===== src/inc/flyback_pkg.sv =====
// Shared constants, types and register map of the flyback fault supervisor
`default_nettype none
package flyback_pkg;
    // Clock rate and documented durations in their own units
    localparam int unsigned CLK_MHZ = 200;
    localparam int unsigned RECOVERY_MS = 1200;
    localparam int unsigned LINE_LOW_MS = 54;
    localparam int unsigned LINE_GONE_MS = 100;
    localparam int unsigned RISING_MS = 14;
    localparam int unsigned FALLING_MS = 1;
    localparam int unsigned BLANK_US = 30;
    localparam int unsigned SOFTSTART_US = 1000;
    localparam int unsigned CYC_PER_MS = CLK_MHZ * 1000;
    // Register byte offsets
    localparam logic [3:0] ADDR_CTRL = 4'h0;
    localparam logic [3:0] ADDR_STATUS = 4'h4;
    localparam logic [3:0] ADDR_IRQ_STAT = 4'h8;
    localparam logic [3:0] ADDR_IRQ_MASK = 4'hc;
    // Control and event bit positions
    localparam int CTRL_OT_LATCH = 0;
    localparam int EV_LATCH = 0;
    localparam int EV_NONLATCH = 1;
    localparam int EV_RECOVERY = 2;
    localparam int EV_LINE_GONE = 3;
    localparam int EV_BLEED_DONE = 4;
    localparam int EV_W = 5;
    localparam logic CTRL_RESET = 1'b0;
    // Gray-coded states along startup, run, hold, bleed
    typedef enum logic [1:0] {
        ST_STARTUP = 2'b00,
        ST_RUN = 2'b01,
        ST_HOLD = 2'b11,
        ST_BLEED = 2'b10
    } state_e;
    // Comparator results from the line-sense, supply and fault pins
    typedef struct packed {
        logic lineGood;
        logic lineAboveStop;
        logic supplyOn;
        logic supplyAboveOff;
        logic supplyAboveReset;
        logic supplyOvp;
        logic abnormalOvercurrentFault;
        logic extLatch;
        logic thermal;
        logic autoRecFault;
        logic pinUpper;
        logic pinLower;
        logic pinAboveRelease;
        logic lineAbove30;
        logic lineAbove18;
        logic slopeSmall;
        logic slopeUp;
        logic slopeDown;
    } sense_s;
    // Power-stage controls
    typedef struct packed {
        logic driveEnable;
        logic chargeEnable;
        logic bleedEnable;
        logic bleedTaper;
        logic biasEnable;
    } power_s;
    // Status register layout, low bits first from the right
    typedef struct packed {
        logic softActive;
        logic otHold;
        logic recRunning;
        logic brownout;
        logic latched;
        state_e state;
    } status_s;
endpackage
`default_nettype wire


===== src/logic/flyback_fault_supervisor.sv =====
// Fault supervisor: fault classes, restart sequencing, line removal and bleed
`timescale 1ns/10ps
`default_nettype none
module flyback_fault_supervisor
    import flyback_pkg::*;
#(
    parameter int unsigned RECOVERY_CYC = RECOVERY_MS * CYC_PER_MS,
    parameter int unsigned LINE_LOW_CYC = LINE_LOW_MS * CYC_PER_MS,
    parameter int unsigned LINE_GONE_CYC = LINE_GONE_MS * CYC_PER_MS,
    parameter int unsigned RISING_CYC = RISING_MS * CYC_PER_MS,
    parameter int unsigned FALLING_CYC = FALLING_MS * CYC_PER_MS,
    parameter int unsigned BLANK_CYC = BLANK_US * CLK_MHZ,
    parameter int unsigned SOFTSTART_CYC = SOFTSTART_US * CLK_MHZ
)(
    input wire logic mclk,
    input wire logic rst_n,
    input wire logic ce,
    input wire sense_s senseAsync,
    output power_s power,
    output logic irq,
    input wire logic wb_cyc_i,
    input wire logic wb_stb_i,
    input wire logic wb_we_i,
    input wire logic [3:0] wb_adr_i,
    input wire logic [3:0] wb_sel_i,
    input wire logic [31:0] wb_dat_i,
    output logic [31:0] wb_dat_o,
    output logic wb_ack_o
);
    // Counters except the blanking pair run one below their terminal count, so each must be at least two
    if (RECOVERY_CYC < 2 || LINE_LOW_CYC < 2 || LINE_GONE_CYC < 2 || RISING_CYC < 2
        || FALLING_CYC < 2 || BLANK_CYC < 2 || SOFTSTART_CYC < 2)
    begin : bad_count
        $error("Timer counts must be at least two cycles");
    end

    sense_s syncA;
    sense_s s;
    state_e state;
    state_e next_state;
    logic [1:0] pinRaw;
    logic [1:0] pinFault;
    logic [31:0] blankCnt [2];
    logic [31:0] boCnt, goneCnt, upCnt, downCnt, recCnt, softCnt;
    logic upFire, downFire, goneEv, brownout, latched, latchEv, otEv;
    logic otHold, recRunning, recStart, nonLatch, nonLatchQ, blocked;
    logic softActive, lowArmed, otLatchSel, wbReq;
    logic [EV_W-1:0] events, irqStat, irqMask;

    // ****************************************
    // Input synchronisation
    // ****************************************
    // Two stages; only the second is read by the fault logic
    always_ff @(posedge mclk or negedge rst_n)
    begin
        if (!rst_n)
        begin
            syncA <= '0;
            s <= '0;
        end
        else if (ce)
        begin
            syncA <= senseAsync;
            s <= syncA;
        end
    end

    // ****************************************
    // Fault pin detectors
    // ****************************************
    // Lower detector is blind until bias is on and soft-start has ended
    assign lowArmed = power.biasEnable && !softActive;
    assign pinRaw = {s.pinLower && lowArmed, s.pinUpper};

    for (genvar g = 0; g < 2; g++)
    begin : blank
        // Excursions shorter than the blanking window never reach the fault
        always_ff @(posedge mclk or negedge rst_n)
        begin
            if (!rst_n)
            begin
                blankCnt[g] <= '0;
                pinFault[g] <= 1'b0;
            end
            else if (ce)
            begin
                if (!pinRaw[g])
                begin
                    blankCnt[g] <= '0;
                    pinFault[g] <= 1'b0;
                end
                else if (blankCnt[g] >= BLANK_CYC)
                    pinFault[g] <= 1'b1;
                else
                    blankCnt[g] <= blankCnt[g] + 32'd1;
            end
        end
    end

    // ****************************************
    // Fault classification
    // ****************************************
    assign otEv = pinFault[1];
    assign latchEv = s.supplyOvp || s.abnormalOvercurrentFault || s.extLatch
        || pinFault[0] || (otEv && otLatchSel);
    assign recStart = s.autoRecFault || (otEv && !otLatchSel);
    assign nonLatch = brownout || s.thermal || otHold;
    // Any fault class, the held latch or a running recovery timer vetoes restart, with no precedence among them
    assign blocked = latchEv || latched || nonLatch || recRunning || recStart;

    // Latch survives everything but the reset level or line removal
    always_ff @(posedge mclk or negedge rst_n)
    begin
        if (!rst_n)
            latched <= 1'b0;
        else if (ce)
        begin
            if (!s.supplyAboveReset || goneEv)
                latched <= 1'b0;
            else if (latchEv)
                latched <= 1'b1;
        end
    end

    // Auto-recovery overtemperature waits for release level and timer
    always_ff @(posedge mclk or negedge rst_n)
    begin
        if (!rst_n)
            otHold <= 1'b0;
        else if (ce)
        begin
            if (otEv && !otLatchSel)
                otHold <= 1'b1;
            else if (!s.supplyAboveReset || goneEv)
                otHold <= 1'b0;
            else if (s.pinAboveRelease && !recRunning)
                otHold <= 1'b0;
        end
    end

    // Recovery timer, restarted while the fault is still present
    always_ff @(posedge mclk or negedge rst_n)
    begin
        if (!rst_n)
        begin
            recCnt <= '0;
            recRunning <= 1'b0;
        end
        else if (ce)
        begin
            if (recStart)
            begin
                recCnt <= '0;
                recRunning <= 1'b1;
            end
            else if (recRunning && recCnt == RECOVERY_CYC - 1)
                recRunning <= 1'b0;
            else if (recRunning)
                recCnt <= recCnt + 32'd1;
        end
    end

    // ****************************************
    // Brownout timer
    // ****************************************
    // A one-cycle line dropout is shorter than the timer and is ignored
    always_ff @(posedge mclk or negedge rst_n)
    begin
        if (!rst_n)
        begin
            boCnt <= '0;
            brownout <= 1'b0;
        end
        else if (ce)
        begin
            if (s.lineAboveStop)
                boCnt <= '0;
            else if (boCnt == LINE_LOW_CYC - 1)
                brownout <= 1'b1;
            else
                boCnt <= boCnt + 32'd1;
            if (s.lineGood)
                brownout <= 1'b0;
        end
    end

    // ****************************************
    // Line removal timers
    // ****************************************
    assign upFire = s.slopeUp && upCnt == RISING_CYC - 1;
    assign downFire = s.slopeDown && downCnt == FALLING_CYC - 1;
    assign goneEv = s.slopeSmall && !upFire && !downFire
        && goneCnt == LINE_GONE_CYC - 1;

    // Slope timers; each firing clears the removal timer
    always_ff @(posedge mclk or negedge rst_n)
    begin
        if (!rst_n)
        begin
            upCnt <= '0;
            downCnt <= '0;
        end
        else if (ce)
        begin
            upCnt <= (!s.slopeUp || upFire) ? '0 : upCnt + 32'd1;
            downCnt <= (!s.slopeDown || downFire) ? '0 : downCnt + 32'd1;
        end
    end

    // Removal timer runs in every state, also during bleed
    always_ff @(posedge mclk or negedge rst_n)
    begin
        if (!rst_n)
            goneCnt <= '0;
        else if (ce)
        begin
            if (upFire || downFire || goneEv)
                goneCnt <= '0;
            else if (s.slopeSmall)
                goneCnt <= goneCnt + 32'd1;
        end
    end

    // ****************************************
    // Sequencer
    // ****************************************
    // Removal overrides every state; bleed only ends at the end level
    always_comb
    begin
        next_state = state;
        case (state)
            ST_STARTUP, ST_HOLD:
                if (!blocked && s.lineGood && s.supplyOn)
                    next_state = ST_RUN;
                else if (blocked)
                    next_state = ST_HOLD;
            ST_RUN:
                if (blocked || !s.supplyAboveOff)
                    next_state = ST_HOLD;
            ST_BLEED:
                if (!s.lineAbove18)
                    next_state = ST_STARTUP;
            default:
                next_state = ST_STARTUP;
        endcase
        if (goneEv)
            next_state = ST_BLEED;
    end

    always_ff @(posedge mclk or negedge rst_n)
    begin
        if (!rst_n)
            state <= ST_STARTUP;
        else if (ce)
            state <= next_state;
    end

    // Soft-start window opened at each entry to run
    always_ff @(posedge mclk or negedge rst_n)
    begin
        if (!rst_n)
        begin
            softCnt <= '0;
            softActive <= 1'b0;
        end
        else if (ce)
        begin
            if (state != ST_RUN && next_state == ST_RUN)
            begin
                softCnt <= '0;
                softActive <= 1'b1;
            end
            else if (softActive && softCnt == SOFTSTART_CYC - 1)
                softActive <= 1'b0;
            else if (softActive)
                softCnt <= softCnt + 32'd1;
        end
    end

    // ****************************************
    // Power-stage controls
    // ****************************************
    // Charging source keeps supply between stop and start while held off
    always_ff @(posedge mclk or negedge rst_n)
    begin
        if (!rst_n)
            power <= '{driveEnable: 1'b0, chargeEnable: 1'b1, bleedEnable: 1'b0,
                       bleedTaper: 1'b0, biasEnable: 1'b0};
        else if (ce)
        begin
            power.driveEnable <= next_state == ST_RUN;
            power.bleedEnable <= next_state == ST_BLEED;
            power.bleedTaper <= next_state == ST_BLEED && !s.lineAbove30;
            if (next_state == ST_BLEED || next_state == ST_RUN)
                power.chargeEnable <= 1'b0;
            else if (!s.supplyAboveOff)
                power.chargeEnable <= 1'b1;
            else if (s.supplyOn)
                power.chargeEnable <= 1'b0;
            if (!s.supplyAboveReset || next_state == ST_BLEED)
                power.biasEnable <= 1'b0;
            else if (s.supplyOn)
                power.biasEnable <= 1'b1;
        end
    end

    // ****************************************
    // Interrupts and registers
    // ****************************************
    assign events = {
        state == ST_BLEED && next_state == ST_STARTUP,
        goneEv,
        recStart && !recRunning,
        nonLatch && !nonLatchQ,
        latchEv && !latched
    };
    assign wbReq = wb_cyc_i && wb_stb_i && !wb_ack_o;

    // Status bits are sticky; a new event wins over a same-cycle clear
    always_ff @(posedge mclk or negedge rst_n)
    begin
        if (!rst_n)
        begin
            irqStat <= '0;
            nonLatchQ <= 1'b0;
            irq <= 1'b0;
        end
        else if (ce)
        begin
            nonLatchQ <= nonLatch;
            if (wbReq && wb_we_i && wb_sel_i[0] && wb_adr_i == ADDR_IRQ_STAT)
                irqStat <= (irqStat & ~wb_dat_i[EV_W-1:0]) | events;
            else
                irqStat <= irqStat | events;
            irq <= |(irqStat & irqMask);
        end
    end

    // Classic single-cycle slave: ack one cycle after the request
    always_ff @(posedge mclk or negedge rst_n)
    begin
        if (!rst_n)
        begin
            wb_ack_o <= 1'b0;
            wb_dat_o <= '0;
            otLatchSel <= CTRL_RESET;
            irqMask <= '0;
        end
        else if (ce)
        begin
            wb_ack_o <= wbReq;
            wb_dat_o <= '0;
            if (wbReq && wb_we_i && wb_sel_i[0])
            begin
                if (wb_adr_i == ADDR_CTRL)
                    otLatchSel <= wb_dat_i[CTRL_OT_LATCH];
                else if (wb_adr_i == ADDR_IRQ_MASK)
                    irqMask <= wb_dat_i[EV_W-1:0];
            end
            else if (wbReq && !wb_we_i)
            begin
                if (wb_adr_i == ADDR_CTRL)
                    wb_dat_o <= 32'(otLatchSel);
                else if (wb_adr_i == ADDR_STATUS)
                    wb_dat_o <= 32'(status_s'{softActive, otHold, recRunning,
                                              brownout, latched, state});
                else if (wb_adr_i == ADDR_IRQ_STAT)
                    wb_dat_o <= 32'(irqStat);
                else if (wb_adr_i == ADDR_IRQ_MASK)
                    wb_dat_o <= 32'(irqMask);
            end
        end
    end

    // ****************************************
    // Assertions
    // ****************************************
    latch_kill_a: assert property (@(posedge mclk) disable iff (!rst_n)
        ce && latchEv && s.supplyAboveReset && !goneEv |=> latched && !power.driveEnable)
        else $error("Latching fault did not stop drive");
    latch_hold_a: assert property (@(posedge mclk) disable iff (!rst_n)
        ce && latched && s.supplyAboveReset && !goneEv |=> latched)
        else $error("Latch released without reset or removal");
    latch_norun_a: assert property (@(posedge mclk) disable iff (!rst_n)
        latched |-> !power.driveEnable)
        else $error("Drive on while latched");
    hold_charge_a: assert property (@(posedge mclk) disable iff (!rst_n)
        ce && state == ST_HOLD && !goneEv && !s.supplyAboveOff |=> power.chargeEnable)
        else $error("Charging source off below stop level");
    fault_restart_a: assert property (@(posedge mclk) disable iff (!rst_n)
        ce && state == ST_HOLD && !blocked && s.lineGood && s.supplyOn && !goneEv
        |=> power.driveEnable)
        else $error("No restart after fault cleared");
    rec_start_a: assert property (@(posedge mclk) disable iff (!rst_n)
        ce && s.autoRecFault |=> recRunning && !power.driveEnable)
        else $error("Recovery fault did not start timer");
    brownout_set_a: assert property (@(posedge mclk) disable iff (!rst_n)
        ce && !s.lineAboveStop && !s.lineGood && boCnt == LINE_LOW_CYC - 1 |=> brownout)
        else $error("Brownout not declared at expiry");
    gone_bleed_a: assert property (@(posedge mclk) disable iff (!rst_n)
        ce && goneEv |=> state == ST_BLEED && power.bleedEnable && !power.driveEnable)
        else $error("Line removal did not start bleed");
    bleed_taper_a: assert property (@(posedge mclk) disable iff (!rst_n)
        ce && state == ST_BLEED && !goneEv && s.lineAbove18 && !s.lineAbove30
        |=> power.bleedTaper && power.bleedEnable)
        else $error("Bleed did not taper below 30 V");
    upper_latch_a: assert property (@(posedge mclk) disable iff (!rst_n)
        ce && pinFault[0] && s.supplyAboveReset && !goneEv |=> latched)
        else $error("Upper pin fault did not latch");
    low_ignore_a: assert property (@(posedge mclk) disable iff (!rst_n)
        ce && !lowArmed |=> !pinFault[1])
        else $error("Lower pin fault seen while ignored");
endmodule // flyback_fault_supervisor
`default_nettype wire


===== config.mk =====
export PLATFORM = sky130hd
export DESIGN_NAME = flyback_fault_supervisor
export DESIGN_NICKNAME = d
export VERILOG_FILES = /design/src/inc/flyback_pkg.sv /design/src/logic/flyback_fault_supervisor.sv
export SDC_FILE = /design/constraint.sdc
export NUM_CORES = 1
export LEC_CHECK = 0
export ABC_CLOCK_PERIOD_IN_PS = 3900
export CORE_MARGIN = 2
export CORE_UTILIZATION = 60
export CTS_BUF_LIST = sky130_fd_sc_hd__clkbuf_8 sky130_fd_sc_hd__clkbuf_16
export CTS_CLUSTER_DIAMETER = 120
export DETAILED_ROUTE_END_ITERATION = 6
export DONT_BUFFER_PORTS = 1
export GPL_TIMING_DRIVEN = 0
export HOLD_SLACK_MARGIN = 0.03
export PLACE_DENSITY_LB_ADDON = 0.08
export SLEW_MARGIN = 10
export SYNTH_ARGS = -nofsm -noshare
export SYNTH_HDL_FRONTEND = slang
export SYNTH_SLANG_ARGS = --single-unit

===== constraint.sdc =====
create_clock -name mclk -period 3.9 [get_ports mclk]
set_input_delay 0.39 -clock mclk [delete_from_list [all_inputs] [get_ports mclk]]
set_output_delay 0.39 -clock mclk [all_outputs]
set_load 0.05 [all_outputs]

# Yosys cells after proc, flatten, opt, wreduce, memory -nomap -nowiden
# Cells that the tools add are included.
[totals]
ff_bits = 352
out_inout_bits = 39
[op_classes]
n_addsub = 8
magnitude_cmp = 2
n_eq_ne = 24
muxes = 50
bitwise = 6
n_reduce_logical = 91
[ops]
columns = ["operator", "count"]
rows = [
  ["two-way mux 32 bit", 16],
  ["adder 32 x 1 -> 32 bit, second input constant", 8],
  ["== test 32 x 18 -> 1 bit, second input constant", 2],
  [">= comparator 32 x 13 -> 1 bit, second input constant", 2],
  ["== test 32 x 22 -> 1 bit, second input constant", 1],
  ["== test 32 x 24 -> 1 bit, second input constant", 1],
  ["== test 32 x 25 -> 1 bit, second input constant", 1],
  ["== test 32 x 28 -> 1 bit, second input constant", 1],
  ["two-way mux 7 bit", 4],
  ["logical AND 1 bit", 26],
  ["AND reduction 2 bit", 12],
  ["two-way mux 1 bit", 21],
  ["logical OR 1 bit", 19],
  ["nonzero test 2 bit", 8],
  ["logical NOT 1 bit", 15],
  ["two-way mux 5 bit", 3],
  ["AND reduction 3 bit", 4],
  ["bitwise AND 5 bit", 2],
  ["two-way mux 2 bit", 5],
  ["!= test 2 bit, second input constant", 5],
  ["OR 5 bit", 2],
  ["== test 4 bit, second input constant", 2],
  ["!= test 2 x 1 -> 1 bit, second input constant", 4],
  ["== test 2 bit, second input constant", 3],
  ["other kinds (12)", 14],
]

# Logic depth before layout (Yosys ltp)
[logic_depth]
word_depth = 18
mapped_depth = 14
depth_no_buf = 13

# Least setup slack after synthesis
# OpenSTA, ideal clock, no wires.
[synth_path]
kind = "register to register"
startpoint = "register upCnt[0]"
endpoint = "register softCnt[26]"
t_arrival_ps = 2858
required_time_ps = 3780
slack_ps = 921
path_stages_with_launch = 14
n_path_buf = 1
period_less_slack_ps = 2979
path_cell_list = "dfrtp_1 > ha_1 > and2_1 > clkbuf_1 > nand2_1 > nor3_1 > a221oi_2 > a21oi_1 > ha_1 > nor2b_1 > nand2_1 > a21oi_1 > a31oi_1 > a41o_1"
[synth_via]
elab_chain_len = 11
word_cells_on_any_way = 13
[synth_lines]
columns = ["item", "line", "text"]
rows = [
  ["start, declared", "flyback_fault_supervisor.sv:44", "logic [31:0] boCnt, goneCnt, upCnt, downCnt, recCnt, softCnt;"],
  ["start signal, assigned", "flyback_fault_supervisor.sv:205", "upCnt <= (!s.slopeUp || upFire) ? '0 : upCnt + 32'd1;"],
  ["== test 32 x 22 -> 1 bit *", "flyback_fault_supervisor.sv:190", "assign upFire = s.slopeUp && upCnt == RISING_CYC - 1;"],
  ["logical AND 1 bit *", "flyback_fault_supervisor.sv:190", ""],
  ["logical NOT 1 bit *", "flyback_fault_supervisor.sv:192", "assign goneEv = s.slopeSmall && !upFire && !downFire"],
  ["logical AND 1 bit * (2 in series)", "flyback_fault_supervisor.sv:192", ""],
  ["logical AND 1 bit *", "flyback_fault_supervisor.sv:193", "&& goneCnt == LINE_GONE_CYC - 1;"],
  ["two-way mux 2 bit *", "flyback_fault_supervisor.sv:246", "if (goneEv)"],
  ["== test 2 x 1 -> 1 bit *", "flyback_fault_supervisor.sv:268", "if (state != ST_RUN && next_state == ST_RUN)"],
  ["logical AND 1 bit *", "flyback_fault_supervisor.sv:268", ""],
  ["!= test 2 bit (no source line) / nonzero test 2 bit (equally long branches)", "n/a", ""],
  ["AND reduction 3 bit (no source line)", "n/a", ""],
  ["end signal, assigned", "flyback_fault_supervisor.sv:276", "softCnt <= softCnt + 32'd1;"],
  ["end, declared", "flyback_fault_supervisor.sv:44", ""],
]
# Every way passes the cells marked *; elsewhere a longest branch is shown, timed or not.
# A chain may end at the register's enable or synchronous reset.

# Final worst setup path
[layout_path]
startpoint = "register goneCnt[14]"
endpoint = "register softCnt[24]"
[layout_via]
elab_chain_len = 7
word_cells_on_any_way = 9
[layout_lines]
columns = ["item", "line", "text"]
rows = [
  ["start, declared", "flyback_fault_supervisor.sv:44", ""],
  ["start signal, assigned", "flyback_fault_supervisor.sv:220", "goneCnt <= goneCnt + 32'd1;"],
  ["== test 32 x 25 -> 1 bit *", "flyback_fault_supervisor.sv:193", ""],
  ["logical AND 1 bit *", "flyback_fault_supervisor.sv:193", ""],
  ["two-way mux 2 bit *", "flyback_fault_supervisor.sv:246", ""],
  ["named net next_state[0]", "flyback_fault_supervisor.sv:40", "state_e next_state;"],
  ["== test 2 x 1 -> 1 bit *", "flyback_fault_supervisor.sv:268", ""],
  ["logical AND 1 bit *", "flyback_fault_supervisor.sv:268", ""],
  ["!= test 2 bit (no source line) / nonzero test 2 bit (equally long branches)", "n/a", ""],
  ["AND reduction 3 bit (no source line)", "n/a", ""],
]
# Mark *: on every way through the listed nets, which the timed path passes. The rest lies on a longest branch.

==> out/metrics.cfg <==
[synth]
ys_ff_latch=327
synth_cells=1708
synth_flop_cell=dfrtp_1
synth_compound_area_frac=0.0855
syn_avg_cell_area_um2=9.62
syn_area_um2=16400
synthXorXnorAreaFrac=0.0783
synth_edf_count=0
synth_top_family_by_area=simple AND/OR/NAND/NOR gates
synthAdderAreaFrac=0.0122
async_reset_ff_frac=1.00
synth.distinct_cells=74
ys_seq_area_frac=0.498
synthSimpleGateAreaFrac=0.253
muxShareOfSynthArea=0.0336
yosysWarnings=0

[clock_tree]
clock_path_buffers=3
insertion_delay_ns=0.53
clock-sinks=327
tritoncts=done
clock-root-buffer=clkbuf_16
cts.reportedPaths.clkPinSlew_ns=0.06
cts_setup_buffers=0
cts_buffers=36
htree_num_levels=2
cts_hold_buf=20

[cells_and_area]
seq_area_um2=8180
drive_gt1_frac=0.0909
multi_input_area_um2=7730
fin_util=0.684
fin_nets=1870
num-fill-cells=2176
instances_no_fill=2158
syn2layout_area_growth_pct=12.2

[placed_design]
place_ws_ns=0.146
port_buffers=0
dp_cells=2073
hpwl_mm=25.4
gp_congestion=0.867

[worst_setup_path]
crit_type=flop to flop
regToRegEndpoint=softCnt[24]$_DFFE_PN0P_
worstPathRequired_ns=4.31
arrival_ns=3.95
regToRegSetupSlack_ns=0.36
reg2regPathDepth=13
r2r_start=goneCnt[14]$_DFFE_PN0P_
critPathCaptureType=flop
critPathLaunchType=flop
crit_fanout=10

[global_route]
overflow=0
grt_usage=0.272
grt_max_degree=328
antenna_found_initial=2
grt_pass1_wl_mm=63.4
grt_pass1_vias=12628

[detailed_routing]
drt_iter0_drc=976
postRouteWirelength_mm=37.9
wire_per_inst_um=17.6
via_per_inst=6.00
drc_errors=0
final_antenna_net_count=0
dr.pass1.iters=5
vias=12955

[power]
p_leak_nw=8.01
vdd_drop_max_v=0.000318
p_total_mw=8.45
power.density_nw_per_um2=458

[timing]
period_minus_slack_ns=3.54
finalHoldViolCount=327
slew_violations=0
worst_pin_slew_ns=0.931
post-route-period-util=0.908
fmax_ghz=0.282
setup-tns-final_ns=0
rsz0062_at_grt=false
max_slew_margin=0.371
layout_setup_ws_ns=0.360
setup_viol=0
fin_hold_ws_ns=-0.436
skew_ns=0.0164

[floorplan]
die_x_um=170
core_region_area_um2=27000
rows=60
die_height_um=170
die_area_um2=28700
initial_utilization=0.610
io_pins=103

[min_path]
hp-class=input pin to async pin

[run_status]
violations=hold timing
outcome=complete, but fails checks

[flow_run]
drv_cap=0

[power breakdown]
group,leakage (nW),internal [mW],switching [mW]
registers,4.40,3.61,0.327
logic,2.98,0.393,0.596
clock network,0.635,2.15,1.37
[final cells by class]
cell class,instances,area share
Timing Repair Buffer,20,0.0109
Inverter,52,0.0106
Clock inverter,15,0.00842
Sequential cell,327,0.444
Multi-Input combinational cell,1266,0.419
Buffer,87,0.0244
Tap cell,341,0.0231
Antenna cell,1,0.000136
Clock buffer,49,0.0592
[worst max path at each step]
stage          depth (start not counted)                    start                 endpoint
6_report                              13  goneCnt[14]$_DFFE_PN0P_  softCnt[24]$_DFFE_PN0P_
4_1_cts                               13     upCnt[0]$_DFFE_PN0P_  softCnt[26]$_DFFE_PN0P_
2_1_floorplan                         13     upCnt[0]$_DFFE_PN0P_  softCnt[26]$_DFFE_PN0P_
3_5_place_dp                          13     upCnt[0]$_DFFE_PN0P_   softCnt[8]$_DFFE_PN0P_
3_3_place_gp                          11        s[11]$_DFFE_PN0P_  softCnt[18]$_DFFE_PN0P_
5_1_grt                               13  goneCnt[14]$_DFFE_PN0P_  softCnt[24]$_DFFE_PN0P_
[synthesized netlist by cell type (4+ instances only)]
library cell,instances,area (um^2)
a22o_1,5,43.8
nand2_1,151,567
ha_1,16,200
buf_2,9,45.0
or3_1,25,156
nor4b_1,11,96.3
dfrtp_1,326,8160
inv_1,51,191
xnor2_1,73,639
or4_1,9,67.6
buf_4,27,203
a31oi_1,7,43.8
and3_1,36,225
nand4_1,69,432
a21oi_1,56,280
clkbuf_1,48,180
nor2b_1,6,37.5
nand2b_1,10,62.6
and4_1,20,175
o2bb2ai_1,11,96.3
xor2_1,74,648
o211ai_1,14,105
o2111ai_1,4,35.0
nand3_1,78,390
mux2_2,40,450
o31ai_1,11,82.6
nor3_1,55,275
a32o_1,5,50.1
mux2i_1,8,80.1
nor4bb_1,6,60.1
nor4_1,44,275
o21ai_0,70,350
nor2_1,225,845
and2_1,45,282
[state kept, by name, indices dropped and copies added, names as in the netlist, 2 cells and up]
signal,count
blankCnt,64
downCnt,32
wb_dat_o,7
irqMask,5
state,2
power,5
irqStat,5
syncA,18
upCnt,32
s,17
recCnt,32
goneCnt,32
boCnt,32
softCnt,32
[placed cells by master, fill, tap and decap left out, types with 12 or more instances in the layout]
| cell | n |
|---|---|
| dlygate4sd3_1 | 20 |
| xor2_1 | 74 |
| clkbuf_8 | 12 |
| xnor2_1 | 73 |
| and2_1 | 45 |
| clkbuf_16 | 37 |
| o211ai_1 | 14 |
| nor2_1 | 225 |
| nor4_1 | 43 |
| mux2_2 | 40 |
| and3_1 | 36 |
| nand2_1 | 151 |
| a21oi_1 | 54 |
| buf_4 | 27 |
| nand4_1 | 69 |
| or3_1 | 25 |
| clkbuf_1 | 47 |
| dfrtp_1 | 326 |
| o21ai_0 | 70 |
| conb_1 | 25 |
| nor3_1 | 54 |
| ha_1 | 16 |
| and4_1 | 20 |
| inv_1 | 55 |
| nand3_1 | 78 |
[routing by layer]
layer,vias up,track usage,part of all wire
met5,-,0,0.00045
met4,2,0.0821,0.028
met3,73,0.0560,0.058
met2,311,0.440,0.47
met1,6416,0.372,0.45
li1,6153,-,-
[critical path, cell delays in order, from the launching register on]
cell and delay (ns):
dfrtp_1 0.36, clkbuf_1 0.18, nor4b_1 0.28, nand4_1 0.18, or3_1 0.49, a221oi_4 0.44
nor2b_1 0.16, ha_1 0.24, nor2b_1 0.16, nand2_1 0.13, clkbuf_1 0.41, a211oi_1 0.17
xnor2_1 0.16, nor2_1 0.05
[logic make-up (layout without fill, tap and decap cells)]
family | Yosys count | in the layout
AOI/OAI and AO/OA | 215 | 215
xor gates and xnor gates | 147 | 147
adders and majority gates | 16 | 16
buffers and inverters | 139 | 223
DFF | 327 | 327
muxes | 49 | 49
other | 1 | 26
and+or+nand+nor | 814 | 814
[through the flow]
step / instance area (um^2) / hold slack (ns)
2_1_floorplan: 16500 / 0.0944
3_3_place_gp: 17000 / 0.104
3_5_place_dp: 17000 / 0.102
4_1_cts: 18400 / -0.449
5_1_grt: 18400 / -0.458
6_report: 18400 / -0.436
[what timing repair did]
| action | CTS | global route |
|---|---|---|
| setup endpoints to repair | 0 | 25 |
| resized for setup | 0 | 8 |
| endpoints found under the hold margin | 347 | 327 |
(Power assumes the default switching activity.)
